## config.mk

```make
export PLATFORM = sky130hd
export DESIGN_NAME = wireless_rx_power_control
export DESIGN_NICKNAME = d
export VERILOG_FILES = /design/src/verilog/wrx_pkg.sv /design/src/verilog/rx_load_modulator.sv /design/src/verilog/wireless_rx_power_control.sv
export SDC_FILE = /design/constraint.sdc
export NUM_CORES = 1
export LEC_CHECK = 0
export BUFFER_PORTS_ARGS = -buffer_cell sky130_fd_sc_hd__buf_2
export CAP_MARGIN = 15
export CELL_PAD_IN_SITES_DETAIL_PLACEMENT = 1
export CELL_PAD_IN_SITES_GLOBAL_PLACEMENT = 2
export CORE_MARGIN = 1.5
export CORE_UTILIZATION = 32
export DETAILED_ROUTE_END_ITERATION = 8
export PLACE_DENSITY = 0.83
export SLEW_MARGIN = 0
export SYNTH_ARGS = -nofsm -noshare
export SYNTH_HDL_FRONTEND = slang
export SYNTH_SLANG_ARGS = --single-unit
export TNS_END_PERCENT = 20
```

## constraint.sdc

```tcl
create_clock -name clk_in -period 2.75 [get_ports clk_in]
set_input_delay 0.1375 -clock clk_in [delete_from_list [all_inputs] [get_ports clk_in]]
set_output_delay 0.1375 -clock clk_in [all_outputs]
set_load 0.02 [all_outputs]
```

## src/verilog/wrx_pkg.sv

```systemverilog
// Constants, field layout and types shared by the wireless receiver control logic.
// Assumes a single 25 MHz clock and a synchronous active-high reset.
// Overview of operation
// - Shutdown input high forces shutdown, low runs
// - Charge done sends end packet, then shuts down
// - Output goes high impedance after that shutdown
// - Fault flag low on any fault source
// - Link indicator low only while link established
// - Packets ask raise, lower, hold or end
// - Packets leave at 2 kbps, decoded alike
// - Bits sent by grounding both coil nodes
// - Output level select grounded gives 5 V
// - Overcurrent select grounded disables current limit
// - Strength, identification, configuration precede power transfer
// - Control error packets repeat during transfer
package wrx_pkg;

  localparam int CLK_HZ = 25_000_000;
  localparam int BIT_RATE_BPS = 2000;
  localparam int BIT_CYCLES = CLK_HZ / BIT_RATE_BPS;

  // Register port
  localparam int ADDR_W = 4;
  localparam int DATA_W = 16;
  localparam logic [ADDR_W-1:0] REG_CTRL = 4'h0;
  localparam logic [ADDR_W-1:0] REG_STATUS = 4'h1;
  localparam logic [ADDR_W-1:0] REG_IRQ_STAT = 4'h2;
  localparam logic [ADDR_W-1:0] REG_IRQ_MASK = 4'h3;
  localparam logic [ADDR_W-1:0] REG_STRENGTH = 4'h4;
  localparam logic [ADDR_W-1:0] REG_CONFIG = 4'h5;

  // Control register fields
  localparam int CTRL_CMD_LSB = 0;
  localparam int CMD_W = 2;
  localparam int CTRL_STEP_LSB = 4;
  localparam int STEP_W = 4;
  localparam int CTRL_REASON_LSB = 8;

  // Status register fields
  localparam int STAT_STATE_LSB = 8;
  localparam int STAT_BUSY_BIT = 11;
  localparam int STAT_EPT_BIT = 12;
  localparam int STAT_FAULT_BIT = 13;

  // Interrupt bits
  localparam int IRQ_FAULT = 0;
  localparam int IRQ_LINK = 1;
  localparam int IRQ_EPT = 2;
  localparam int IRQ_LOST = 3;
  localparam int IRQ_W = 4;

  // Synchronised pin vector
  localparam int PIN_EN_N = 0;
  localparam int PIN_DONE = 1;
  localparam int PIN_DIE_HOT = 2;
  localparam int PIN_TEMP_A = 3;
  localparam int PIN_TEMP_B = 4;
  localparam int PIN_PWR_OK = 5;
  localparam int PIN_OUT_LEVEL_SELECT_GND = 6;
  localparam int PIN_IOC_GND = 7;
  localparam int PIN_W = 8;

  // Output level codes: 4.50 V upward in 0.25 V steps
  localparam int VOUT_CODE_W = 3;
  localparam logic [VOUT_CODE_W-1:0] VOUT_CODE_5V = 3'h2;

  // Packets: header, payload, xor check byte
  localparam int PKT_BYTES = 3;
  localparam int PKT_W = PKT_BYTES * 8;
  localparam int FRAME_BITS = 11;
  localparam logic [7:0] HDR_STRENGTH = 8'h01;
  localparam logic [7:0] HDR_EPT = 8'h02;
  localparam logic [7:0] HDR_CTRL_ERR = 8'h03;
  localparam logic [7:0] HDR_CONFIG = 8'h51;
  localparam logic [7:0] HDR_IDENT = 8'h71;
  localparam logic [7:0] EPT_CHARGE_DONE = 8'h01;

  // Reset values
  localparam logic [STEP_W-1:0] STEP_RST = 4'h1;
  localparam logic [7:0] STRENGTH_RST = 8'h80;
  localparam logic [7:0] CONFIG_RST = 8'h00;

  typedef enum logic [CMD_W-1:0] {
    CMD_HOLD = 2'h0,
    CMD_UP = 2'h1,
    CMD_DOWN = 2'h2,
    CMD_END = 2'h3
  } power_cmd_t;

  // Gray codes along off, wait, handshake, transfer, end, done
  typedef enum logic [2:0] {
    ST_OFF = 3'h0,
    ST_WAIT = 3'h1,
    ST_SS = 3'h3,
    ST_ID = 3'h2,
    ST_CFG = 3'h6,
    ST_XFER = 3'h7,
    ST_EPT = 3'h5,
    ST_DONE = 3'h4
  } rx_state_t;

endpackage
```

## src/verilog/rx_load_modulator.sv

```systemverilog
// Serialises one packet onto the coil load switches, one bit per bit period.
// Assumes start_in is a single-cycle pulse given only while busy_out is low.
`timescale 1ns/1ps
module rx_load_modulator #(
  parameter int BIT_CYCLES = wrx_pkg::BIT_CYCLES
) (
  // Clock and reset
  input wire logic clk_in,
  input wire logic rst_in,
  // Packet request
  input wire logic start_in,
  input wire logic [wrx_pkg::PKT_W-1:0] packet_in,
  output logic busy_out,
  output logic done_out,
  // Load switch drive
  output logic load_on_out
);
  import wrx_pkg::*;

  localparam int CW = $clog2(BIT_CYCLES);

  typedef struct packed {
    logic [CW-1:0] cnt;
    logic [3:0] bits_left;
    logic [1:0] bytes_left;
    logic [FRAME_BITS-1:0] frame;
    logic [PKT_W-1:0] pkt;
    logic busy;
    logic done;
    logic load;
  } mod_state_t;

  mod_state_t q, d;

  // Start bit, data LSB first, odd parity, stop bit
  function automatic logic [FRAME_BITS-1:0] make_frame(input logic [7:0] b);
    make_frame = {1'b1, ~^b, b, 1'b0};
  endfunction

  always_comb begin
    d = q;
    d.done = 1'b0;
    if (!q.busy) begin
      if (start_in) begin
        d.busy = 1'b1;
        d.cnt = '0;
        d.frame = make_frame(packet_in[PKT_W-1 -: 8]);
        d.pkt = packet_in << 8;
        d.bits_left = 4'(FRAME_BITS - 1);
        d.bytes_left = 2'(PKT_BYTES - 1);
        d.load = ~d.frame[0];
      end
    end else if (q.cnt == CW'(BIT_CYCLES - 1)) begin
      d.cnt = '0;
      if (q.bits_left != 4'h0) begin
        d.frame = q.frame >> 1;
        d.bits_left = q.bits_left - 4'h1;
        d.load = ~d.frame[0];
      end else if (q.bytes_left != 2'h0) begin
        d.frame = make_frame(q.pkt[PKT_W-1 -: 8]);
        d.pkt = q.pkt << 8;
        d.bytes_left = q.bytes_left - 2'h1;
        d.bits_left = 4'(FRAME_BITS - 1);
        d.load = ~d.frame[0];
      end else begin
        // Load released between packets so the coil idles unloaded
        d.busy = 1'b0;
        d.done = 1'b1;
        d.load = 1'b0;
      end
    end else begin
      d.cnt = q.cnt + CW'(1);
    end
  end

  always_ff @(posedge clk_in) begin
    if (rst_in) begin
      q <= '0;
    end else begin
      q <= d;
    end
  end

  assign busy_out = q.busy;
  assign done_out = q.done;
  assign load_on_out = q.load;

endmodule

```

## src/verilog/wireless_rx_power_control.sv

```systemverilog
// Receiver control: start-up handshake, power control packets, fault and link pins.
// Assumes pins are asynchronous levels; register port is on clk_in.
`timescale 1ns/1ps
module wireless_rx_power_control #(
  parameter int BIT_CYCLES = wrx_pkg::BIT_CYCLES,
  // Identification payload; value is arbitrary
  parameter logic [7:0] ID_CODE = 8'h5a
) (
  // Clock and reset
  input wire logic clk_in,
  input wire logic rst_in,
  // Register port
  input wire logic [wrx_pkg::ADDR_W-1:0] addr_in,
  input wire logic [wrx_pkg::DATA_W-1:0] wdata_in,
  input wire logic wr_in,
  input wire logic rd_in,
  output logic [wrx_pkg::DATA_W-1:0] rdata_out,
  output logic irq_out,
  // Control pins
  input wire logic enable_n_in,
  input wire logic charge_done_in,
  input wire logic die_hot_in,
  input wire logic remote_temp_a_in,
  input wire logic remote_temp_b_in,
  input wire logic power_ok_in,
  // Programming selections
  input wire logic out_level_select_gnd_in,
  input wire logic overcurrent_select_gnd_in,
  input wire logic [wrx_pkg::VOUT_CODE_W-1:0] out_level_sense_in,
  // Coil load switches
  output logic coil_node_a_load_out,
  output logic coil_node_b_load_out,
  // Open-drain flags
  output logic fault_n_out,
  output logic fault_oe_out,
  output logic link_up_led_n_out,
  output logic link_up_led_oe_out,
  // Output stage
  output logic out_hiz_out,
  output logic current_limit_en_out,
  output logic [wrx_pkg::VOUT_CODE_W-1:0] out_level_code_out
);
  import wrx_pkg::*;

  typedef struct packed {
    logic [PIN_W-1:0] pin_s1;
    logic [PIN_W-1:0] pin_s2;
    logic [VOUT_CODE_W-1:0] lvl_s1;
    logic [VOUT_CODE_W-1:0] lvl_s2;
    logic done_prev;
    rx_state_t state;
    power_cmd_t cmd;
    logic [STEP_W-1:0] step;
    logic [7:0] sw_reason;
    logic [7:0] strength;
    logic [7:0] config_byte;
    logic ept_req;
    logic [7:0] ept_reason;
    logic start;
    logic [PKT_W-1:0] pkt;
    logic [IRQ_W-1:0] irq_stat;
    logic [IRQ_W-1:0] irq_mask;
    logic irq;
    logic [DATA_W-1:0] rdata;
    logic fault_oe;
    logic led_oe;
    logic out_hiz;
    logic cur_lim_en;
    logic [VOUT_CODE_W-1:0] vout_code;
  } ctrl_state_t;

  ctrl_state_t q, d;

  logic ser_busy;
  logic ser_done;
  logic ser_load;

  function automatic logic [PKT_W-1:0] build_pkt(input logic [7:0] hdr,
                                                 input logic [7:0] payload);
    build_pkt = {hdr, payload, hdr ^ payload};
  endfunction

  // Signed control error: positive asks for more power
  function automatic logic [7:0] ctrl_error(input power_cmd_t cmd,
                                            input logic [STEP_W-1:0] step);
    case (cmd)
      CMD_UP: ctrl_error = {4'h0, step};
      CMD_DOWN: ctrl_error = 8'h00 - {4'h0, step};
      default: ctrl_error = 8'h00;
    endcase
  endfunction

  function automatic logic handshaking(input rx_state_t s);
    handshaking = (s == ST_SS) || (s == ST_ID) || (s == ST_CFG) || (s == ST_XFER);
  endfunction

  // One packet at a time: starts go out only once the serialiser is idle or just done
  rx_load_modulator #(
    .BIT_CYCLES(BIT_CYCLES)
  ) u_mod (
    .clk_in(clk_in),
    .rst_in(rst_in),
    .start_in(q.start),
    .packet_in(q.pkt),
    .busy_out(ser_busy),
    .done_out(ser_done),
    .load_on_out(ser_load)
  );

  logic en_n;
  logic chg_done;
  logic pwr_ok;
  logic fault_now;
  logic [IRQ_W-1:0] ev;

  always_comb begin
    d = q;
    d.start = 1'b0;
    ev = '0;
    // Two-stage synchronisers; only the second stage is looked at
    d.pin_s1 = {overcurrent_select_gnd_in, out_level_select_gnd_in, power_ok_in,
                remote_temp_b_in, remote_temp_a_in, die_hot_in, charge_done_in,
                enable_n_in};
    d.pin_s2 = q.pin_s1;
    d.lvl_s1 = out_level_sense_in;
    d.lvl_s2 = q.lvl_s1;
    en_n = q.pin_s2[PIN_EN_N];
    chg_done = q.pin_s2[PIN_DONE];
    pwr_ok = q.pin_s2[PIN_PWR_OK];
    d.done_prev = chg_done;

    // Flag follows its causes both ways, so it releases with the last one
    fault_now = en_n | chg_done | q.pin_s2[PIN_DIE_HOT] | q.pin_s2[PIN_TEMP_A]
                | q.pin_s2[PIN_TEMP_B];
    d.fault_oe = fault_now;
    ev[IRQ_FAULT] = fault_now & ~q.fault_oe;

    if (chg_done && !q.done_prev && handshaking(q.state)) begin
      d.ept_req = 1'b1;
      d.ept_reason = EPT_CHARGE_DONE;
    end

    // An end request waits for the packet on the coil; a cut packet would be dropped
    if (ser_done && q.ept_req && handshaking(q.state)) begin
      d.pkt = build_pkt(HDR_EPT, q.ept_reason);
      d.start = 1'b1;
      d.state = ST_EPT;
    end else begin
      case (q.state)
        ST_OFF: begin
          if (!en_n) begin
            d.state = ST_WAIT;
          end
        end
        ST_WAIT: begin
          if (pwr_ok && !ser_busy) begin
            d.pkt = build_pkt(HDR_STRENGTH, q.strength);
            d.start = 1'b1;
            d.state = ST_SS;
          end
        end
        ST_SS: begin
          if (ser_done) begin
            d.pkt = build_pkt(HDR_IDENT, ID_CODE);
            d.start = 1'b1;
            d.state = ST_ID;
          end
        end
        ST_ID: begin
          if (ser_done) begin
            d.pkt = build_pkt(HDR_CONFIG, q.config_byte);
            d.start = 1'b1;
            d.state = ST_CFG;
          end
        end
        ST_CFG, ST_XFER: begin
          if (ser_done) begin
            // Back to back so the transmitter never runs unattended
            d.pkt = build_pkt(HDR_CTRL_ERR, ctrl_error(q.cmd, q.step));
            d.start = 1'b1;
            d.state = ST_XFER;
            ev[IRQ_LINK] = (q.state == ST_CFG);
          end
        end
        ST_EPT: begin
          if (ser_done) begin
            d.state = ST_DONE;
            d.ept_req = 1'b0;
            ev[IRQ_EPT] = 1'b1;
          end
        end
        ST_DONE: begin
          // Stays off with the output released until the enable pin cycles
          d.state = ST_DONE;
        end
        default: begin
          d.state = ST_OFF;
        end
      endcase
    end

    if (en_n) begin
      d.state = ST_OFF;
      d.ept_req = 1'b0;
      d.start = 1'b0;
    end else if (!pwr_ok && (handshaking(q.state) || q.state == ST_EPT)) begin
      // Losing the rectifier mid-exchange restarts from the ping
      d.state = ST_WAIT;
      d.ept_req = 1'b0;
      d.start = 1'b0;
      ev[IRQ_LOST] = 1'b1;
    end

    d.led_oe = (d.state == ST_XFER);
    d.out_hiz = (d.state != ST_XFER);
    // Selection pins are watched all the time; a change shows three edges later
    d.cur_lim_en = ~q.pin_s2[PIN_IOC_GND];
    d.vout_code = q.pin_s2[PIN_OUT_LEVEL_SELECT_GND] ? VOUT_CODE_5V : q.lvl_s2;

    if (wr_in) begin
      case (addr_in)
        REG_CTRL: begin
          d.cmd = power_cmd_t'(wdata_in[CTRL_CMD_LSB +: CMD_W]);
          d.step = wdata_in[CTRL_STEP_LSB +: STEP_W];
          d.sw_reason = wdata_in[CTRL_REASON_LSB +: 8];
          // Judged on the next state so a shutdown or power loss in this cycle
          // cannot leave a stale request behind for the next start-up
          if (power_cmd_t'(wdata_in[CTRL_CMD_LSB +: CMD_W]) == CMD_END &&
              handshaking(d.state) && !d.ept_req) begin
            d.ept_req = 1'b1;
            d.ept_reason = wdata_in[CTRL_REASON_LSB +: 8];
          end
        end
        REG_IRQ_MASK: d.irq_mask = wdata_in[IRQ_W-1:0];
        REG_STRENGTH: d.strength = wdata_in[7:0];
        REG_CONFIG: d.config_byte = wdata_in[7:0];
        default: d.irq_mask = q.irq_mask;
      endcase
    end
    // New events win over a write-one-to-clear in the same cycle
    if (wr_in && addr_in == REG_IRQ_STAT) begin
      d.irq_stat = (q.irq_stat & ~wdata_in[IRQ_W-1:0]) | ev;
    end else begin
      d.irq_stat = q.irq_stat | ev;
    end
    // Taken from the next status so a clear drops the line right after the write
    d.irq = |(d.irq_stat & d.irq_mask);

    // Read data stands one cycle only and is zero otherwise
    d.rdata = '0;
    if (rd_in) begin
      case (addr_in)
        REG_CTRL: d.rdata = {q.sw_reason, q.step, 2'h0, q.cmd};
        REG_STATUS: begin
          d.rdata[PIN_W-1:0] = q.pin_s2;
          d.rdata[STAT_STATE_LSB +: 3] = q.state;
          d.rdata[STAT_BUSY_BIT] = ser_busy;
          d.rdata[STAT_EPT_BIT] = q.ept_req;
          d.rdata[STAT_FAULT_BIT] = q.fault_oe;
        end
        REG_IRQ_STAT: d.rdata[IRQ_W-1:0] = q.irq_stat;
        REG_IRQ_MASK: d.rdata[IRQ_W-1:0] = q.irq_mask;
        REG_STRENGTH: d.rdata[7:0] = q.strength;
        REG_CONFIG: d.rdata[7:0] = q.config_byte;
        default: d.rdata = '0;
      endcase
    end
  end

  always_ff @(posedge clk_in) begin
    if (rst_in) begin
      q <= '0;
      q.state <= ST_OFF;
      q.cmd <= CMD_HOLD;
      q.step <= STEP_RST;
      q.strength <= STRENGTH_RST;
      q.config_byte <= CONFIG_RST;
      q.out_hiz <= 1'b1;
      q.cur_lim_en <= 1'b1;
      q.vout_code <= VOUT_CODE_5V;
      // Level stages start at the default code so the output never dips at release
      q.lvl_s1 <= VOUT_CODE_5V;
      q.lvl_s2 <= VOUT_CODE_5V;
    end else begin
      q <= d;
    end
  end

  assign rdata_out = q.rdata;
  assign irq_out = q.irq;
  // Both coil nodes switch together for AC modulation
  assign coil_node_a_load_out = ser_load;
  assign coil_node_b_load_out = ser_load;
  assign fault_n_out = 1'b0;
  assign fault_oe_out = q.fault_oe;
  assign link_up_led_n_out = 1'b0;
  assign link_up_led_oe_out = q.led_oe;
  assign out_hiz_out = q.out_hiz;
  assign current_limit_en_out = q.cur_lim_en;
  assign out_level_code_out = q.vout_code;

endmodule

```

* Word level (Yosys, flattened, before mapping)
Cells that the tools add are included.
** Operators by class
- Divide/modulo/power cells :: 0
- $mul :: 0
- Muxes and demuxes :: 55
- Reductions and logical operators :: 45
- Eq/ne operators :: 33
- Shift operators :: 0
- Add/sub/neg operators :: 4
- Bitwise gates (word level) :: 21
- $lt $le $gt $ge :: 0
** Operators with widths (number)
- $mux W25 :: 5
- $mux W56 :: 2
- $pmux W25 S4 :: 1
- $mux W44 :: 1
- $mux W41 :: 1
- $mux W9 :: 4
- $mux W26 :: 1
- $mux W3 :: 8
- $mux W8 :: 3
- $pmux W4 S6 :: 1
- $pmux W3 S7 :: 1
- $eq A3 B3 Y1 const B :: 6
- $mux W4 :: 4
- $pmux W4 S4 :: 1
- $pmux W8 S2 :: 1
- $reduce_xnor A8 Y1 :: 2
- $mux W1 :: 15
- $add A14 B1 Y14 const B :: 1
- $eq A14 B14 Y1 const B :: 1
- $mux W14 :: 1
- $eq A3 B2 Y1 const B :: 4
- $pmux W6 S2 :: 1
- $mux W11 :: 1
- $reduce_and A5 Y1 :: 2
- 37 further kinds :: 90
** Storage, ports and cells
- Bits of input ports :: 35
- Latch bits :: 0
- Memories kept :: 0
- Register bits after elaboration :: 180
- Output and inout port bits :: 28
- Bits in read-only memories :: 0
- Memory bits (writable) :: 0

* Longest topological paths before layout
Gate-level depths: netlist of run 1.
- Depth after elaboration :: 17
- Mapped depth :: 8

* Modules after synthesis
Synthesis of run 1 repeated with hierarchy kept, for this count alone.
** Unflattened totals
- Cell total of the unflattened synthesis :: 845
- Area, all modules :: 7393.3 um2
** Modules (own cells, without submodules)
- wireless_rx_power_control :: times used 1, area each 4884.7 um2, seq. area each 2302.2 um2, cells each 551
- rx_load_modulator :: times used 1, area each 2508.7 um2, seq. area each 980.9 um2, cells each 294

* Worst setup path after synthesis of run 1
OpenSTA, ideal clock, no wires.
- Kind :: register -> register
- Start point :: register u_mod.q[40] in the netlist's numbering
- End point :: register u_mod.q[39] in the netlist's numbering
- Data arrival time :: 1.757 ns
- Buffers on the path :: 0
- Cell stages (with the launch flop) :: 8
- Setup slack :: 0.923 ns
- Clock period less this slack :: 1.827 ns
- Cells stage by stage :: dfxtp_1 > inv_1 > ha_1 > or3b_1 > nor2_1 > nand3_2 > mux2_2 > a21oi_1
** On the way
- Cells in the longest elaborated chain, start to end :: 3
** Ends and longest elaborated chain
- from (decl) :: RTL line rx_load_modulator.sv:33 : mod_state_t q, d;
- from (signal assigned) :: RTL line rx_load_modulator.sv:78 : q <= '0;
- from (signal assigned) :: RTL line rx_load_modulator.sv:80 : q <= d;
- $reduce_bool A4 Y1 :: RTL line rx_load_modulator.sv:55 : if (q.bits_left != 4'h0) begin
- $ne A2 B2 Y1 (no source line)
- $reduce_and A4 Y1 (no source line)
Every way passes these cells.
A chain may end at the register's enable or synchronous reset.

* Worst setup path in the final report of run 1
Ends and elaborated chain as after synthesis.

==> results of run 1 <==
==> registers in the layout (all words and copies together), names as in the netlist <==
register / count
q: 77
out_hiz_out: 1
d: 11
link_up_led_oe_out: 1
u_mod.done_out: 1
irq_out: 1
u_mod.busy_out: 1
rdata_out: 16
u_mod.q: 46
chg_done: 1
out_level_code_out: 3
fault_oe_out: 1
pwr_ok: 1
en_n: 1
current_limit_en_out: 1
u_mod.load_on_out: 1
==> tightest hold or removal path: stages <==
cell and delay [ns]:
buf_2 0.12, mux2i_1 0.08, nor2_1 0.07
==> worst max path at each step <==
stage                      from     endpoint  slack, ns
floorplan           u_mod.q[40]  u_mod.q[39]       0.92
global placement          q[98]        q[59]       0.56
detailed placement  u_mod.q[40]  u_mod.q[39]       0.52
CTS                 u_mod.q[40]  u_mod.q[39]       0.45
global route        u_mod.q[40]  u_mod.q[39]       0.28
finish              u_mod.q[40]  u_mod.q[39]       0.46
==> power by group through the flow <==
stage | combinational (mW) | sequential (mW) | clock [mW]
5_1_grt | 0.333 | 2.44 | 2.54
3_3_place_gp | 0.265 | 2.50 | 0
4_1_cts | 0.304 | 2.44 | 2.45
6_report | 0.302 | 2.44 | 2.38
2_1_floorplan | 0.180 | 2.49 | 0
3_5_place_dp | 0.270 | 2.50 | 0
==> area by class of cell <==
type | instances | area share
multi-input cells | 589 | 0.415
flip-flops and latches | 164 | 0.381
repair buffers | 108 | 0.0856
clock buffers | 18 | 0.0497
well taps | 285 | 0.0413
clock inverters | 14 | 0.0175
inverters | 24 | 0.0104
==> cells by family after synthesis <==
| logic type | share of synthesized area |
|---|---|
| and+or+nand+nor | 0.239 |
| other | 0.000511 |
| buffers and inverters | 0.0655 |
| DFF | 0.447 |
| AOI/OAI and AO/OA | 0.179 |
| adders and majority gates | 0.0119 |
| muxes | 0.0443 |
| xor gates and xnor gates | 0.0131 |
==> what timing repair did <==
action	4_1_cts	5_1_grt
setup endpoints to repair	0	0
endpoints found under the hold margin	31	0
hold buffers	30	0
==> routing by layer <==
metal / routed length [um] / global-route usage
met1: 10000 / 0.234
met2: 9990 / 0.307
met3: 611 / 0.0339
met4: 172 / 0.0421
met5: 0 / 0
==> cells in the final DEF, fill, tap and decap left out, types with 19 or more instances in the layout <==
| master | n |
|---|---|
| mux2i_1 | 28 |
| nor3_1 | 26 |
| a21oi_1 | 71 |
| nand3_1 | 31 |
| nor2_1 | 77 |
| buf_4 | 19 |
| dlygate4sd3_1 | 30 |
| nand2_1 | 104 |
| nor2b_1 | 30 |
| dfxtp_1 | 164 |
| buf_2 | 59 |
| inv_1 | 23 |
==> results.cfg, run 1 <==
[placed_design]
dpl.hpwl_mm = 14.6
dpl_cell_area_mm2 = 0.00775
portBuffers = 60
placed_cells = 1140
post-place-ws_ns = 0.523
place_congestion = 0.848

[pwr]
p_seq_frac = 0.476
clkPwrFrac = 0.465
p_sw_mw = 1.24
p_int_mw = 3.89
p_leak_nw = 3.21
total_power_mw = 5.13
ir_worst_vdd_v = 0.000251
pwr_density_cell_mw_per_mm2 = 594
p_sw_frac = 0.242
power.share.combinational = 0.059

[sta]
hold_viol_final = 0
setup_tns_ns = 0
fin_ws_ns = 0.463
tightest_slew_ns = 1.10
slew-limit-headroom = 0.263
min_period_ns = 2.29
max_freq_mhz = 437
setup_violations = 0
rsz0062_at_grt = false
period_share = 0.832
slew_violations = 0
skew_ns = 0.0102
whs_ns = 0.0152

[critical_path]
r2r-start = u_mod.q[40]
slowest_delay_ns = 0.59
path_max_fanout = 13
cp.buffers_inverters = 1
criticalPathCategory = register to register
start_kind = register
cpLargestDelayFamily = simple AND/OR/NAND/NOR gates
reg2reg_to = u_mod.q[39]
end_kind = register
cp_slowest_cell = or3b_1
worstPathRequired_ns = 3.10
path_cells = inv_1 -> ha_1 -> or3b_1 -> nor2_1 -> nand3_2 -> mux2_2 -> a21oi_1
crit_arrival_ns = 2.64
r2r_cells = 7
reg2reg_slack_ns = 0.46
crit_cells = 7

[route]
avgViaCountPerCell = 5.16
routed_wl_mm = 20.8
drt_iter0_drc = 307
drtPass1Iterations = 4
vias = 6203
drcViolationCount = 0
wire_per_inst_um = 17.3
final_antenna_net_count = 0

[logic_synthesis]
yosysMostFrequentCell = dfxtp_1
synthCells = 846
synth.avg_cell_area_um2 = 8.67
synth-seq-cells = 164
synth.top_cell.area_share = 0.447
yosys_most_used_dff = dfxtp_1
synth_area_leaders = dfxtp_1 (45%), nand2_1 (5.3%), a21oi_1 (4.8%), nor2_1 (3.9%), mux2i_1 (3.8%)
ys_seq_area_frac = 0.447
yosysTopAreaCell = dfxtp_1
ys_types = 77
yosys_warnings = 0
ys_async_sr_fraction = 0
synth_common_cells = dfxtp_1 (164), nand2_1 (104), nor2_1 (77), a21oi_1 (71), nand3_1 (31)
netlist_area_mm2 = 0.00734
synth_edf_count = 0

[finish]
ff_latch_area_mm2 = 0.00328
utilization = 0.382
layout-drive-gt1-share = 0.157
nets = 946
n_fill_cell = 2681
multi_input_area_mm2 = 0.00358
final_area_mm2 = 0.00863
synthToLayoutAreaGrowth_pct = 17.6
instances_no_fill = 1202
n_antenna_cell = 0

[hold_path]
hp-start = wdata_in[3]
min_path_type = primary input to register
hold_depth = 3
min_to = q[69]

[die]
pin_count = 63
die_h_um = 154
fp.dieArea_mm2 = 0.0239
initial_core_util = 0.325
fp.dieW_um = 154
core_area_mm2 = 0.0226
num_rows = 55

[run_status]
status = finished, final reports clean

[global_route]
grt_pass1_wl_mm = 34.0
track_usage = 0.179
grt_remaining_overflow = 0
grt_max_degree = 78
grt_pass1_vias = 6413
antenna_found_initial = 0

[clock_network]
numCtsBuffers = 17
cts_resized = 0
cts_sinks = 164
clk_path_buf_depth = 2
clkLatencyLatePin_ns = 0.43
cts_tree = yes
clk_pin_slew_worst_paths_ns = 0.07
cts_root_buf = clkbuf_16
cts_setup_buffers = 0
h-tree-depth = 4

[job]
cap_violations = 0
Power figures use the tool's default switching activity.
==> run 2: changes to the inputs <==
PLACE_DENSITY = 0.86   (was 0.83)
clock period = 2.1 ns   (was 2.75 ns; I/O delays follow)
==> results.cfg, run 2 (same netlist as run 1, synthesis figures left out) <==
[route]
drtPass1Iterations = 5
met1Wirelength_mm = 10.1
final_antenna_net_count = 0
met2_length_mm = 10.2
routed_wl_mm = 21.1
wire_per_inst_um = 17.2
drcViolationCount = 0
drt_iter0_drc = 314
routed.top_layer = met4
avgViaCountPerCell = 5.20
vias = 6385
wl_met3_um = 521

[finish]
layout-drive-gt1-share = 0.188
top_register = q
layout_commonest_cell = dfxtp_1
n_antenna_cell = 0
synthToLayoutAreaGrowth_pct = 20.5
largest_reg_flops = 77
final_cell_mix = dfxtp_1 (164), nand2_1 (104), nor2_1 (77)
n_fill_cell = 2661
nets = 974

[critical_path]
start_kind = register
criticalPathCategory = register to register
crit_arrival_ns = 2.28
path_cells = inv_1 -> ha_1 -> or3b_2 -> nand3_1 -> a21oi_1 -> a211oi_1 -> a211oi_1
worstPathRequired_ns = 2.39
reg2reg_slack_ns = 0.11
cp_common_cell = a211oi_1
path_max_fanout = 4
r2r-start = q[90]
slowest_delay_ns = 0.48
r2r_cells = 7
end_kind = register
cp_slowest_cell = or3b_2
reg2reg_to = q[37]

[sta]
rsz0062_at_grt = true
tightest_slew_ns = 0.572
max_freq_mhz = 502
min_period_ns = 1.99
period_share = 0.949
slew-limit-headroom = 0.618
setup_violations = 0
slew_violations = 0
hold_viol_final = 0
skew_ns = 0.00856
fin_ws_ns = 0.107

[die]
fp.dieW_um = 154
core_area_mm2 = 0.0226
pin_count = 63
fp.dieArea_mm2 = 0.0239
num_rows = 55
die_h_um = 154
initial_core_util = 0.325

[global_route]
grt_max_degree = 110
grt_pass1_wl_mm = 34.5
grt_remaining_overflow = 0
track_usage = 0.183
antenna_found_initial = 0
grt_pass1_vias = 6569

[placed_design]
post-place-ws_ns = -0.0426
place_congestion = 0.824
dpl.hpwl_mm = 14.7
portBuffers = 60

[pwr]
pwr_density_cell_mw_per_mm2 = 748
p_leak_nw = 3.34
ir_worst_vdd_v = 0.000493
total_power_mw = 6.61

[clock_network]
cts_tree = yes
clk_pin_slew_worst_paths_ns = 0.06
clkLatencyLatePin_ns = 0.43
clk_path_buf_depth = 2
cts_root_buf = clkbuf_16
numCtsBuffers = 17
h-tree-depth = 4
cts_sinks = 164

[hold_path]
min_path_type = primary input to register
min_to = q[56]
hp-start = rst_in
hold_depth = 3

[job]
cap_violations = 0

[run_status]
status = finished, final reports clean
-- run 2: how the worst max path moves through the flow --
stage	start	to	slack (ns)
5_1_grt	u_mod.q[47]	u_mod.q[37]	-0.05
6_report	q[90]	q[37]	0.11
4_1_cts	u_mod.q[40]	u_mod.q[36]	0.07
2_1_floorplan	u_mod.q[40]	u_mod.q[39]	0.27
3_3_place_gp	u_mod.q[44]	u_mod.q[43]	0.06
3_5_place_dp	u_mod.q[44]	u_mod.q[43]	-0.04
-- run 2: final cells by class --
cell class	instances	area [um^2]	area share
Clock buffer	19	453	0.0512
Clock inverter	11	106	0.0120
Inverter	24	90.1	0.0102
Multi-Input combinational cell	589	3590	0.407
Sequential cell	164	3280	0.371
Tap cell	285	357	0.0403
Timing Repair Buffer	136	957	0.108
-- run 2: timing repair --
action                                  in CTS  in global routing
setup buffers                                0                  1
hold buffers                                27                  0
gates resized for setup                      1                  5
pin swaps                                    0                  1
endpoints found under the hold margin       38                  0
endpoints found under the setup margin       3                 24
-- run 2: layer usage --
| metal | vias to the layer above | global-route usage |
|---|---|---|
| met5 | - | 0 |
| met4 | 0 | 0.0495 |
| met3 | 16 | 0.0342 |
| met2 | 96 | 0.311 |
| met1 | 3153 | 0.238 |
| li1 | 3120 | - |
-- run 2: power by group --
| part | internal [mW] | leakage, nW | switching [mW] |
|---|---|---|---|
| Combinational | 0.173 | 1.75 | 0.241 |
| Clock | 1.69 | 0.267 | 1.31 |
| Sequential | 3.16 | 1.33 | 0.0346 |
-- run 2: critical path: cells and delay by family (launching register included) --
family,cells,cell delay [ns]
adders and majority gates,1,0.21
DFF,1,0.33
AOI/OAI and AO/OA,3,0.53
and+or+nand+nor,2,0.65
buffers and inverters,1,0.13
-- run 2: per-stage QoR --
step | hold slack (ns) | cells | utilization | area, um^2 | TNS (ns)
floorplan | 0.209 | 847 | - | 7340 | 0
global route | 0.0410 | 1228 | 0.392 | 8840 | -0.202
detailed placement | 0.292 | 1170 | 0.354 | 7980 | -0.0511
global placement | 0.293 | 1170 | 0.354 | 7980 | 0
CTS | 0.0268 | 1227 | 0.391 | 8810 | 0
finish | 0.0323 | 1228 | 0.392 | 8840 | 0
==> run 3: changes to the inputs <==
BUFFER_PORTS_ARGS = -buffer_cell sky130_fd_sc_hd__buf_4   (was -buffer_cell sky130_fd_sc_hd__buf_2)
==> results.cfg, run 3 (same netlist as run 1, synthesis figures left out) <==
[finish]
layout_commonest_cell = dfxtp_1
largest_reg_flops = 77
synthToLayoutAreaGrowth_pct = 22.4
final_cell_mix = dfxtp_1 (163), nand2_1 (103), buf_4 (99)
utilization = 0.398
multi_input_area_mm2 = 0.00360
n_antenna_cell = 0
ff_latch_area_mm2 = 0.00328
top_register = q
instances_no_fill = 1222
nets = 966
final_area_mm2 = 0.00898
n_fill_cell = 2608
layout-drive-gt1-share = 0.185

[placed_design]
place_congestion = 0.791
placed_cells = 1163
post-place-ws_ns = 0.00414
dpl_cell_area_mm2 = 0.00808
dpl.hpwl_mm = 14.7
portBuffers = 60

[clock_network]
cts_root_buf = clkbuf_16
clkLatencyLatePin_ns = 0.43
cts_tree = yes
clk_pin_slew_worst_paths_ns = 0.07
cts_sinks = 164
h-tree-depth = 4
clk_path_buf_depth = 2
numCtsBuffers = 17

[sta]
slew-limit-headroom = 0.656
setup_tns_ns = 0
tightest_slew_ns = 0.515
rsz0062_at_grt = true
skew_ns = 0.0112
setup_violations = 0
min_period_ns = 2.01
hold_viol_final = 0
max_freq_mhz = 498
fin_ws_ns = 0.0901
slew_violations = 0
whs_ns = 0.0451
period_share = 0.957

[die]
die_h_um = 154
core_area_mm2 = 0.0226
pin_count = 63
initial_core_util = 0.325
num_rows = 55
fp.dieW_um = 154
fp.dieArea_mm2 = 0.0239

[critical_path]
cp.buffers_inverters = 1
endpoint = q[37]
end_kind = register
cp_slowest_cell = or3b_2
critPathLaunch = q[90]
crit_arrival_ns = 2.30
reg2reg_slack_ns = 0.09
worstPathRequired_ns = 2.39
r2r-start = q[90]
slowest_delay_ns = 0.48
crit_cells = 7
path_max_fanout = 4
r2r_cells = 7
start_kind = register
cp_common_cell = a211oi_1
path_cells = inv_1 -> ha_1 -> or3b_2 -> nand3_1 -> a21oi_1 -> a211oi_1 -> a211oi_1
criticalPathCategory = register to register
cpLargestDelayFamily = simple AND/OR/NAND/NOR gates
reg2reg_to = q[37]

[pwr]
p_leak_nw = 3.36
pwr_density_cell_mw_per_mm2 = 761
ir_worst_vdd_v = 0.000518
total_power_mw = 6.83

[global_route]
antenna_found_initial = 0
grt_remaining_overflow = 0
grt_pass1_wl_mm = 34.7
track_usage = 0.183
grt_max_degree = 109
grt_pass1_vias = 6499

[route]
drtPass1Iterations = 4
final_antenna_net_count = 0
drt_iter0_drc = 332
wire_per_inst_um = 17.2
drcViolationCount = 0
routed_wl_mm = 21.0
vias = 6335
avgViaCountPerCell = 5.18

[run_status]
status = finished, final reports clean

[job]
cap_violations = 0

[hold_path]
min_path_type = primary input to register
## run 3: changes by cell type in the layout (fill, tap and decap cells not counted), sizes merged
cell and change:
bufinv +2, buf -8, clkinv -2, clkbuf +1, inv +1
## run 3: how the worst min path moves through the flow
stage / startpoint / end / slack, ns / cells after the start
after floorplan: out_level_sense_in[1] / d[101] / 0.21 / 1
after global placement: out_level_sense_in[1] / d[101] / 0.30 / 2
after detailed placement: out_level_sense_in[1] / d[101] / 0.30 / 2
after CTS: addr_in[3] / rdata_out[0] / 0.04 / 3
after global routing: rst_in / q[97] / 0.06 / 3
final: addr_in[3] / rdata_out[2] / 0.05 / 4
## run 3: metal layers
layer	track usage	share of wire
met3	0.0303	0.029
met2	0.313	0.49
met4	0.0504	0.0094
met1	0.239	0.47
met5	0	0
## run 3: worst min-delay path: cells and delay by family
kind	cells	cell delay (ns)
simple gates	3	0.20
buf+inv	1	0.12
## run 3: power by group
part,internal (mW),switching [mW]
Sequential,3.16,0.0367
Clock,1.91,1.30
Combinational,0.189,0.239
## run 3: final cells by class
type | instances | area share
Multi-Input combinational cell | 589 | 0.401
Sequential cell | 164 | 0.366
Timing Repair Buffer | 128 | 0.116
Clock buffer | 20 | 0.0497
Tap cell | 285 | 0.0397
Clock inverter | 12 | 0.0171
Inverter | 24 | 0.0100
## run 3: repair_timing
action,in CTS,in global routing
setup buffers,0,0
endpoints found under the hold margin,43,0
hold buffers,27,0
setup endpoints to repair,7,30
resized for setup,1,9
pin swaps,0,2
